==> src/common/vlpt_pkg.sv <==
// ==========================================
// Fixed-point formats and widths
// ==========================================
package vlpt_pkg;
  // Fractional bits of temperature, pressure and hysteresis (1/16 unit steps)
  localparam int FRAC_BITS = 4;
  // Temperature width: 620 degrees in 1/16 steps fits in 14 bits
  localparam int TEMP_W = 14;
  // Pressure width: 2500 units in 1/16 steps fits in 16 bits
  localparam int PRES_W = 16;
  // Slope in hundredths of a pressure unit per degree
  localparam int SLOPE_W = 16;
  // Offset in hundredths of a pressure unit
  localparam int OFFS_W = 24;
  // Hysteresis in 1/16 pressure unit steps
  localparam int HYST_W = 16;
  // Signed margin width, in 1/1600 pressure unit steps
  localparam int MARGIN_W = 36;
  // Number of peer channels and of all channels
  localparam int PEERS = 3;
  localparam int CHANS = 4;
  // Channel trips needed to trip the reactor
  localparam int VOTE_MIN = 2;

  // ==========================================
  // Scaling and nominal constants
  // ==========================================
  // Constants carry two decimal digits
  localparam logic [MARGIN_W-1:0] DEC_SCALE = 36'h000000064;
  // Brings the offset from hundredths to the product's scale
  localparam logic [MARGIN_W-1:0] FRAC_SCALE = 36'h000000010;
  // Nominal slope 11.14 and offset 4696.0, both times 100
  localparam logic [SLOPE_W-1:0] SLOPE_NOM = 16'h045a;
  localparam logic [OFFS_W-1:0] OFFSET_NOM = 24'h072a60;
  // Nominal hysteresis of 10 units in 1/16 steps
  localparam logic [HYST_W-1:0] HYST_NOM = 16'h00a0;

  // ==========================================
  // Entry range limits
  // ==========================================
  localparam logic [SLOPE_W-1:0] SLOPE_LO = 16'h01f4;
  localparam logic [SLOPE_W-1:0] SLOPE_HI = 16'h07d0;
  localparam logic [OFFS_W-1:0] OFFSET_LO = 24'h000000;
  localparam logic [OFFS_W-1:0] OFFSET_HI = 24'h0dbba0;
  localparam logic [HYST_W-1:0] HYST_HI = 16'h0640;

  // ==========================================
  // Timing
  // ==========================================
  localparam int CLK_KHZ = 125000;
  localparam int PRES_LAT_MS = 185;
  localparam int TEMP_LAT_MS = 425;
  localparam int PRES_LAT_CYC = PRES_LAT_MS * CLK_KHZ;
  localparam int TEMP_LAT_CYC = TEMP_LAT_MS * CLK_KHZ;
  // Cycles from an input pin change to the channel trip flop
  localparam int PIPE_CYC = 5;
endpackage

==> src/core/vlpt_channel.sv <==
`timescale 1ns/10ps
`default_nettype none
// Operation
// (RULE_01) Setpoint is slope times temperature minus offset
// (RULE_02) Slope and offset settable, nominal 11.14, 4696.0
// (RULE_03) Trip when pressure at or below setpoint
// (RULE_04) Use second smallest of four channel functions
// (RULE_05) Two of four channel trips trip reactor
// (RULE_06) Shutdown bypass suppresses channel trip
// (RULE_07) Trip clears above setpoint plus hysteresis
// (RULE_08) Operator resets reactor trip, never self-restored
// (RULE_09) Pressure to trip within 185 ms
// (RULE_10) Temperature to trip within 425 ms
// (RULE_11) Settable values checked, out-of-range entries rejected
// (RULE_12) Temperature input spans 520 to 620 degrees
// (RULE_13) Pressure input spans 1700 to 2500 units
// (RULE_14) Computed values never clamped
// (RULE_15) Alarm contact opens on channel trip
// (RULE_16) Fixed-point math wide enough, no overflow
module vlpt_channel #(
  parameter int PRES_LAT_CYC = vlpt_pkg::PRES_LAT_CYC,
  parameter int TEMP_LAT_CYC = vlpt_pkg::TEMP_LAT_CYC
) (
  input wire logic mclk,
  input wire logic rst_n,
  input wire logic ce,
  input wire logic [vlpt_pkg::PRES_W-1:0] pressure_measured,
  input wire logic [vlpt_pkg::TEMP_W-1:0] hot_leg_temp_measured,
  input wire logic bypass_key,
  input wire logic breaker_reset,
  input wire logic [vlpt_pkg::PEERS*vlpt_pkg::MARGIN_W-1:0] peer_margin,
  input wire logic [vlpt_pkg::PEERS-1:0] peer_trip,
  input wire logic param_wr,
  input wire logic [vlpt_pkg::SLOPE_W-1:0] param_slope,
  input wire logic [vlpt_pkg::OFFS_W-1:0] param_offset,
  input wire logic [vlpt_pkg::HYST_W-1:0] param_hyst,
  output logic signed [vlpt_pkg::MARGIN_W-1:0] margin_out,
  output logic channel_trip,
  output logic alarm_contact_closed,
  output logic reactor_trip,
  output logic param_reject
);
  localparam int MW = vlpt_pkg::MARGIN_W;
  localparam int PW = vlpt_pkg::PEERS * MW;

  // ==========================================
  // Input synchronisers
  // ==========================================
  // Two stages for each measurement, peer, bypass and breaker reset pin; only stage two is read
  // (RULE_13) full pressure span
  logic [vlpt_pkg::PRES_W-1:0] pres_s1_r, pres_s2_r;
  // (RULE_12) full temperature span
  logic [vlpt_pkg::TEMP_W-1:0] temp_s1_r, temp_s2_r;
  logic [PW-1:0] peer_m_s1_r, peer_m_s2_r;
  logic [vlpt_pkg::PEERS-1:0] peer_t_s1_r, peer_t_s2_r;
  logic byp_s1_r, byp_s2_r;
  logic brst_s1_r, brst_s2_r;

  // Synchroniser registers, held while ce is low
  always_ff @(posedge mclk) begin
    if (!rst_n) begin
      pres_s1_r <= '0;
      pres_s2_r <= '0;
      temp_s1_r <= '0;
      temp_s2_r <= '0;
      peer_m_s1_r <= '0;
      peer_m_s2_r <= '0;
      peer_t_s1_r <= '0;
      peer_t_s2_r <= '0;
      byp_s1_r <= 1'b0;
      byp_s2_r <= 1'b0;
      brst_s1_r <= 1'b0;
      brst_s2_r <= 1'b0;
    end else if (ce) begin
      pres_s1_r <= pressure_measured;
      pres_s2_r <= pres_s1_r;
      temp_s1_r <= hot_leg_temp_measured;
      temp_s2_r <= temp_s1_r;
      peer_m_s1_r <= peer_margin;
      peer_m_s2_r <= peer_m_s1_r;
      peer_t_s1_r <= peer_trip;
      peer_t_s2_r <= peer_t_s1_r;
      byp_s1_r <= bypass_key;
      byp_s2_r <= byp_s1_r;
      brst_s1_r <= breaker_reset;
      brst_s2_r <= brst_s1_r;
    end
  end

  // ==========================================
  // Settable constants
  // ==========================================
  logic [vlpt_pkg::SLOPE_W-1:0] slope_r, slope_nxt;
  logic [vlpt_pkg::OFFS_W-1:0] offset_r, offset_nxt;
  logic [vlpt_pkg::HYST_W-1:0] hyst_r, hyst_nxt;
  logic reject_r, reject_nxt;
  logic entry_ok;

  // Range check of one entry
  always_comb begin
    entry_ok = (param_slope >= vlpt_pkg::SLOPE_LO) && (param_slope <= vlpt_pkg::SLOPE_HI) &&
               (param_offset >= vlpt_pkg::OFFSET_LO) && (param_offset <= vlpt_pkg::OFFSET_HI) &&
               (param_hyst <= vlpt_pkg::HYST_HI);
  end

  // Next constants: whole entry loads or none of it does
  always_comb begin
    slope_nxt = slope_r;
    offset_nxt = offset_r;
    hyst_nxt = hyst_r;
    reject_nxt = 1'b0;
    // (RULE_11) range checked entry
    if (param_wr && entry_ok) begin
      // (RULE_02) settable slope, offset
      slope_nxt = param_slope;
      offset_nxt = param_offset;
      hyst_nxt = param_hyst;
    end else if (param_wr) begin
      // Out of range: keep old values, flag for one cycle
      reject_nxt = 1'b1;
    end
  end

  // Constant registers start at nominal values
  always_ff @(posedge mclk) begin
    if (!rst_n) begin
      slope_r <= vlpt_pkg::SLOPE_NOM;
      offset_r <= vlpt_pkg::OFFSET_NOM;
      hyst_r <= vlpt_pkg::HYST_NOM;
      reject_r <= 1'b0;
    end else if (ce) begin
      slope_r <= slope_nxt;
      offset_r <= offset_nxt;
      hyst_r <= hyst_nxt;
      reject_r <= reject_nxt;
    end
  end

  // ==========================================
  // Own function signal
  // ==========================================
  logic signed [MW-1:0] margin_r, margin_nxt;

  // Margin is pressure minus setpoint, all at 1/1600 unit steps.
  // 36 bits hold every product over the full input and constant
  // ranges, and the result is kept unclamped.
  always_comb begin
    // (RULE_01) pressure minus variable setpoint
    // (RULE_16) wide signed arithmetic
    // (RULE_14) no clamp on result
    margin_nxt = $signed(MW'(pres_s2_r) * vlpt_pkg::DEC_SCALE
                         + MW'(offset_r) * vlpt_pkg::FRAC_SCALE
                         - MW'(slope_r) * MW'(temp_s2_r));
  end

  // Own margin register, also sent to the peers
  always_ff @(posedge mclk) begin
    if (!rst_n) begin
      margin_r <= '0;
    end else if (ce) begin
      margin_r <= margin_nxt;
    end
  end

  // ==========================================
  // Selection, comparator and voting
  // ==========================================
  logic signed [MW-1:0] sel_comb;
  logic signed [MW-1:0] sel_r, sel_nxt;
  logic trip_r, trip_nxt;
  logic rtrip_r, rtrip_nxt;
  logic contact_r, contact_nxt;
  logic [2:0] votes;

  // (RULE_04) second smallest of four
  vlpt_second_min #(.W(MW)) u_min2 (
    .val_a(margin_r),
    .val_b(peer_m_s2_r[MW-1:0]),
    .val_c(peer_m_s2_r[2*MW-1:MW]),
    .val_d(peer_m_s2_r[3*MW-1:2*MW]),
    .second_min(sel_comb)
  );

  // Comparator with hysteresis, then two-of-four vote
  always_comb begin
    sel_nxt = sel_comb;
    votes = 3'(trip_r) + 3'(peer_t_s2_r[0]) + 3'(peer_t_s2_r[1]) + 3'(peer_t_s2_r[2]);
    if (byp_s2_r) begin
      // (RULE_06) bypass forces clear
      trip_nxt = 1'b0;
    end else if (trip_r) begin
      // (RULE_07) clear above hysteresis band
      trip_nxt = !(sel_r > $signed(MW'(hyst_r) * vlpt_pkg::DEC_SCALE));
    end else begin
      // (RULE_03) equal counts as trip
      trip_nxt = (sel_r <= $signed(MW'(0)));
    end
    // (RULE_15) contact opens on trip
    contact_nxt = !trip_r;
    // (RULE_05) two or more trips
    // (RULE_08) held until operator reset
    if (votes >= 3'(vlpt_pkg::VOTE_MIN)) begin
      rtrip_nxt = 1'b1;
    end else if (brst_s2_r) begin
      rtrip_nxt = 1'b0;
    end else begin
      rtrip_nxt = rtrip_r;
    end
  end

  // Decision registers
  always_ff @(posedge mclk) begin
    if (!rst_n) begin
      sel_r <= '0;
      trip_r <= 1'b0;
      contact_r <= 1'b1;
      rtrip_r <= 1'b0;
    end else if (ce) begin
      sel_r <= sel_nxt;
      trip_r <= trip_nxt;
      contact_r <= contact_nxt;
      rtrip_r <= rtrip_nxt;
    end
  end

  // ==========================================
  // Outputs
  // ==========================================
  assign margin_out = margin_r;
  assign channel_trip = trip_r;
  assign alarm_contact_closed = contact_r;
  assign reactor_trip = rtrip_r;
  assign param_reject = reject_r;
endmodule
`default_nettype wire

==> src/core/vlpt_second_min.sv <==
`timescale 1ns/10ps
`default_nettype none
// ==========================================
// Second-smallest of four signed values
// ==========================================
module vlpt_second_min #(
  parameter int W = vlpt_pkg::MARGIN_W
) (
  input wire logic signed [W-1:0] val_a,
  input wire logic signed [W-1:0] val_b,
  input wire logic signed [W-1:0] val_c,
  input wire logic signed [W-1:0] val_d,
  output logic signed [W-1:0] second_min
);
  // Smaller of two
  function automatic logic signed [W-1:0] smin(input logic signed [W-1:0] x, input logic signed [W-1:0] y);
    smin = (x < y) ? x : y;
  endfunction

  // Larger of two
  function automatic logic signed [W-1:0] smax(input logic signed [W-1:0] x, input logic signed [W-1:0] y);
    smax = (x < y) ? y : x;
  endfunction

  // Sort two pairs, then the second smallest is the smaller of the
  // larger low and the smaller high
  always_comb begin
    second_min = smin(smax(smin(val_a, val_b), smin(val_c, val_d)),
                      smin(smax(val_a, val_b), smax(val_c, val_d)));
  end
endmodule
`default_nettype wire

==> config.mk <==
export PLATFORM = sky130hd
export DESIGN_NAME = vlpt_channel
export DESIGN_NICKNAME = d
export VERILOG_FILES = /design/src/common/vlpt_pkg.sv /design/src/core/vlpt_channel.sv /design/src/core/vlpt_second_min.sv
export SDC_FILE = /design/constraint.sdc
export NUM_CORES = 2
export LEC_CHECK = 0
export BUFFER_PORTS_ARGS = -buffer_cell sky130_fd_sc_hd__clkbuf_2
export CAP_MARGIN = 20
export CORE_MARGIN = 1.5
export CORE_UTILIZATION = 47
export DETAILED_ROUTE_END_ITERATION = 7
export SLEW_MARGIN = 20
export SYNTH_ARGS = -nofsm -noshare
export SYNTH_HDL_FRONTEND = slang
export SYNTH_SLANG_ARGS = --single-unit
==> constraint.sdc <==
create_clock -name mclk -period 9.5 [get_ports mclk]
set_input_delay 0.95 -clock mclk [delete_from_list [all_inputs] [get_ports mclk]]
set_output_delay 0.95 -clock mclk [all_outputs]
set_load 0.005 [all_outputs]
== Word-level counts from Yosys, hierarchy flattened ==
Cells that the tools add are included.

* Register bits: 418
* Bits of input ports: 203

* Add/sub/neg operators: 5
* Multipliers: 3
* Magnitude comparators: 13
* Muxes and demuxes: 13
* Reductions and logical operators: 10

{| class="wikitable"
|+ Operators by type and width
! cell !! number
|-
| 2-to-1 mux 36 bit || 7
|-
| < comparator 36 bit || 5
|-
| multiplier 16 x 5 -> 21 bit (second input constant) || 2
|-
| greater-than comparator 36 x 24 -> 1 bit || 1
|-
| <= comparator 36 x 1 -> 1 bit (second input constant) || 1
|-
| <= comparator 16 x 11 -> 1 bit (second input constant) || 2
|-
| subtractor 29 x 30 -> 31 bit || 1
|-
| multiplier 16 x 14 -> 30 bit || 1
|-
| adder 23 x 28 -> 29 bit || 1
|-
| greater-or-equal comparator 24 x 1 -> 1 bit (second input constant) || 1
|-
| <= comparator 24 x 20 -> 1 bit (second input constant) || 1
|-
| greater-or-equal comparator 16 x 9 -> 1 bit (second input constant) || 1
|-
| 2-to-1 mux 1 bit || 6
|-
| logical AND 1 bit || 5
|-
| AND reduction 2 bit || 2
|-
| adder 2 x 1 -> 3 bit || 1
|-
| adder 3 x 1 -> 3 bit || 1
|-
| greater-or-equal comparator 3 x 2 -> 1 bit (second input constant) || 1
|-
| adder 1 x 1 -> 2 bit || 1
|-
| zero test 1 bit || 2
|-
| nonzero test 2 bit || 1
|}

== Longest topological paths before layout ==
* Depth after elaboration: 7
* Gate-level depth with buffers: 36
* Gate-level depth less buffers: 32

== Cells and area by module ==
A second synthesis with hierarchy kept.

* Cell total of the unflattened synthesis: 3,919
* Area total of the unflattened synthesis: 34,531.9 sq um

{| class="wikitable"
|+ By module, submodules not included
! module !! instances !! cells an instance !! area an instance (sq um) !! sequential area each (sq um)
|-
| vlpt_channel || 1 || 2,896 || 27,118.5 || 8,267.9
|-
| vlpt_second_min || 1 || 1,023 || 7,413.4 || 0.0
|}

== Worst setup path before layout ==
OpenSTA, ideal clock, no wires.

* Path kind: reg2reg
* From: reg margin_r[34], in the netlist margin_out[34]
* To: reg sel_r[18]
* Arrival time: 7.690 ns
* Required time: 9.413 ns
* Path slack: 1.723 ns
* Cell stages (with the launch flop): 35
* Clock period less this slack: 7.777 ns
* Path through: dfxtp_1 > ha_1 > nand4_2 > nor4_4 > nand4_1 > o211ai_1 > nor3_2 > nor2_2 > buf_4 > buf_4 > mux2i_1 > inv_1 > ha_1 > a21oi_1 > o21ai_0 > a221oi_1 > o221ai_1 > or3b_2 > o21a_2 > nor2_4 > buf_6 > mux2_4 > ha_1 > a21o_1 > a21o_1 > a21o_1 > a21o_1 > a21o_1 > a21oi_1 > o21ai_0 > a211oi_2 > xnor2_1 > clkbuf_1 > a41oi_1 > o31ai_1

* Cells in the longest elaborated chain, start to end: 6

{| class="wikitable"
|+ Ends and longest elaborated chain
! what !! RTL line !! RTL
|-
| from (decl) || vlpt_channel.sv:142 || <nowiki>logic signed [MW-1:0] margin_r, margin_nxt;</nowiki>
|-
| from (signal assigned) || vlpt_channel.sv:161 || <nowiki>margin_r <= margin_nxt;</nowiki>
|-
| < comparator 36 bit || vlpt_second_min.sv:17, vlpt_second_min.sv:22 ||
|-
| 2-to-1 mux 36 bit (on tied branches) || vlpt_second_min.sv:17, vlpt_second_min.sv:22 ||
|-
| < comparator 36 bit (on tied branches) || vlpt_second_min.sv:22, vlpt_second_min.sv:17 ||
|-
| 2-to-1 mux 36 bit (on tied branches) || vlpt_second_min.sv:22, vlpt_second_min.sv:17 ||
|-
| < comparator 36 bit || vlpt_second_min.sv:17 || <nowiki>smin = (x < y) ? x : y;</nowiki>
|-
| 2-to-1 mux 36 bit * || vlpt_second_min.sv:17 ||
|-
| to (signal assigned) || vlpt_channel.sv:219 || <nowiki>sel_r <= sel_nxt;</nowiki>
|-
| to (decl) || vlpt_channel.sv:169 || <nowiki>logic signed [MW-1:0] sel_r, sel_nxt;</nowiki>
|}

Every way passes the cells marked *; elsewhere a longest branch is shown, timed or not.
A chain may end at the register's enable or synchronous reset.

== Worst setup path in the final report ==
* From: reg margin_r[34], in the netlist margin_out[34]
* To: reg sel_r[4]

The elaborated chain is that of the path after synthesis.

==> run metrics <==
Static Leak between 15 and 20 nW; 1st-iter DRT viols 1,920; Cell variety after synth 82; CTS tree yes; synthesized net count between 4,000 and 5,000; vias post-DR approximately 29,000; minimum hold slack between 0.4 and 0.5 ns; DR WL met2 between 40,000 and 50,000 um; Horiz. Die Dim 280 um; Netlist Area Pre-Place 0.0361 mm2; first-pass GRT wire length 166,000 um; most frequent cells in the layout inv_1, mux2i_1, dfxtp_1; Sw Share about 46%; Slew headroom 22.2%; Final GP Congestion between 1 and 1.5; Routed WL per cell 20.3 um; Die ar. between 0.07 and 0.08 mm2; Sw Pwr roughly 4.3 mW; Slew Limit Fails 0; final count of negative-setup-slack endpoints 0; Mapped Cells 3,999; CTS buffer count 50; startpoint types flip-flop; ANT nets after route 0; count of input and output buffers 242; FP Rows about 100; Ports 243; syn avg cell area about 9 um2; Slew @ Worst Pin around 1.1 ns; DP HPWL 83,800 um; WP data required around 10 ns; clock skew just over 0.04 ns; crit path DAT about 9.4 ns; DRC 0; Clock Tree Buf Depth 3; Overall Global Routing Usage between 20% and 30%; Post-Place Setup Slack about 0.52 ns; Post-synth EDFFs 0; Met1 Routed Length around 48,000 um; period utilization about 93%; fin worst setup slack about 0.64 ns; Pwr Total between 9 and 10 mW; Starting Density between 40% and 50%; Async SR Flop Fraction 0%; clock latency on the worst-skew pair 0.64 ns; Hold WC Path Type reg -> reg; Worst-path clk slew about 0.070 ns; Final nets 4,992; Hold Violations, Final 0; synth top area cells dfxtp_1, ha_1, fa_1, mux2i_1, nor2b_1; initial antenna violation count 0; logic gate share of total power roughly 58%; share of layout cells above drive strength 1 11.5%; Post-CTS Setup Inserts 0; peak supply drop roughly 0.50 mV; most common cell after layout, fill and taps aside inv_1; power density cells 236 mW/mm2; Most used DFF post-synth dfxtp_1; Final TNS setup 0 ns; CP Capture Type flip-flop; Max Used Layer met4; P&R area growth vs syn 11.3%; Fillers around 7,200; Yosys top cell by area dfxtp_1; root buffer cell clkbuf_16; Yosys top cell area share about 23%; cell at the slowest stage of the critical path nor4_1; H-Tree Level Count 2; P_int 5.18 mW; drt via density around 5.5; crit path kind reg -> reg; RSZ-0062 raised after global routing no; Die Span Y between 200 and 300 um; GRT overflow 0; Yosys reg bits 413; clock share of power 20.8%; Largest stage delay, worst path 0.68 ns; max-capacitance violation count 0; Routed Wire Length between 100,000 and 150,000 um; Max Fclk roughly 110 MHz; largest net degree at the start of global routing 134; sequential area share after synthesis about 23%; clock sink count 413; vias in the first global route 27,700; sequential group share of total power 21.0%; CP max FO 19; Met3 Wirelength about 5800 um; Antenna Cells 0; Final min period between 8 and 9 ns; outcome finished clean; Detailed Routing Iterations Pass 1 7; Core ar. approximately 0.076 mm2; Synth warnings 0
kinds of logic after synthesis:
logic type / Yosys count / share of synthesized area [%]
xor+xnor: 45 / 1.09
buf+inv: 737 / 7.96
flops: 413 / 22.9
compound gates: 655 / 12.0
mux: 484 / 13.8
fa+ha+maj: 625 / 26.6
simple gates: 1040 / 15.7
per-stage QoR:
stage,utilization [%],instances,area [um2]
2_1_floorplan,-,3999,36100
3_3_place_gp,50.6,5142,38500
3_5_place_dp,50.6,5142,38500
4_1_cts,52.9,5235,40200
5_1_grt,52.9,5235,40200
6_report,52.9,5235,40200
worst paths after layout:
path,start,end,slack (ns),cells after the start
worst max-delay path,margin_out[34],sel_r[4],0.64,34
worst min-delay path,offset_r[17],offset_r[17],0.48,2
worst max register to register,margin_out[34],sel_r[4],0.64,34
worst min register to register,offset_r[17],offset_r[17],0.48,2
cells in the mapped netlist (54+ instances only):
master	count
ha_1	385
o21ai_0	129
clkbuf_1	135
and3_1	66
nand3_1	91
dfxtp_1	413
mux2i_1	445
nor2b_1	354
and2_1	83
a21o_1	54
fa_1	240
nor2_1	59
inv_1	524
a21oi_1	184
nand2_1	257
state kept, by name, indices dropped and copies added, names as in the netlist, 3 cells and up:
name / cells
peer_m_s2_r: 108
hyst_r: 16
offset_r: 24
temp_s1_r: 14
peer_t_s2_r: 3
sel_r: 36
slope_r: 16
peer_t_s1_r: 3
peer_m_s1_r: 108
temp_s2_r: 14
pres_s2_r: 16
margin_out: 31
pres_s1_r: 16
power by group through the flow:
stage / Combinational (mW) / Clock, mW / Sequential [mW]
6_report: 5.54 / 1.98 / 2.00
3_3_place_gp: 5.39 / 0 / 2.03
5_1_grt: 6.03 / 2.10 / 2.00
3_5_place_dp: 5.39 / 0 / 2.03
4_1_cts: 5.41 / 2.03 / 1.99
2_1_floorplan: 3.74 / 0 / 1.96
routing by layer:
layer  up-vias  GRT usage, %
li1      14000             -
met1     13700          37.1
met2       788          43.4
met3       170          3.66
met4         0          10.6
met5         -             0
timing repair:
action,4_1_cts,5_1_grt
setup endpoints to repair,0,19
resized for setup,0,1
hold buffers,0,0
critical path, delay by kind of cell, from the launching register on:
kind | cells | cell delay [ns]
AND/OR/NAND/NOR | 14 | 3.29
AO/OA/AOI/OAI | 10 | 2.11
buffers and inverters | 5 | 1.14
adder cells (fa/ha/maj) | 3 | 0.99
flip-flops | 1 | 0.67
multiplexers | 1 | 0.34
XOR/XNOR | 1 | 0.16
cell type report:
cell class | instances | area [um2] | share of cell area [%]
clock inverters | 24 | 273 | 0.678
clock buffers | 69 | 1440 | 3.58
inverters | 525 | 1970 | 4.90
multi-input cells | 2849 | 25100 | 62.3
well taps | 1030 | 1290 | 3.20
repair buffers | 325 | 1950 | 4.83
flip-flops and latches | 413 | 8270 | 20.5
Note: power is estimated with default switching activity, not from simulation.
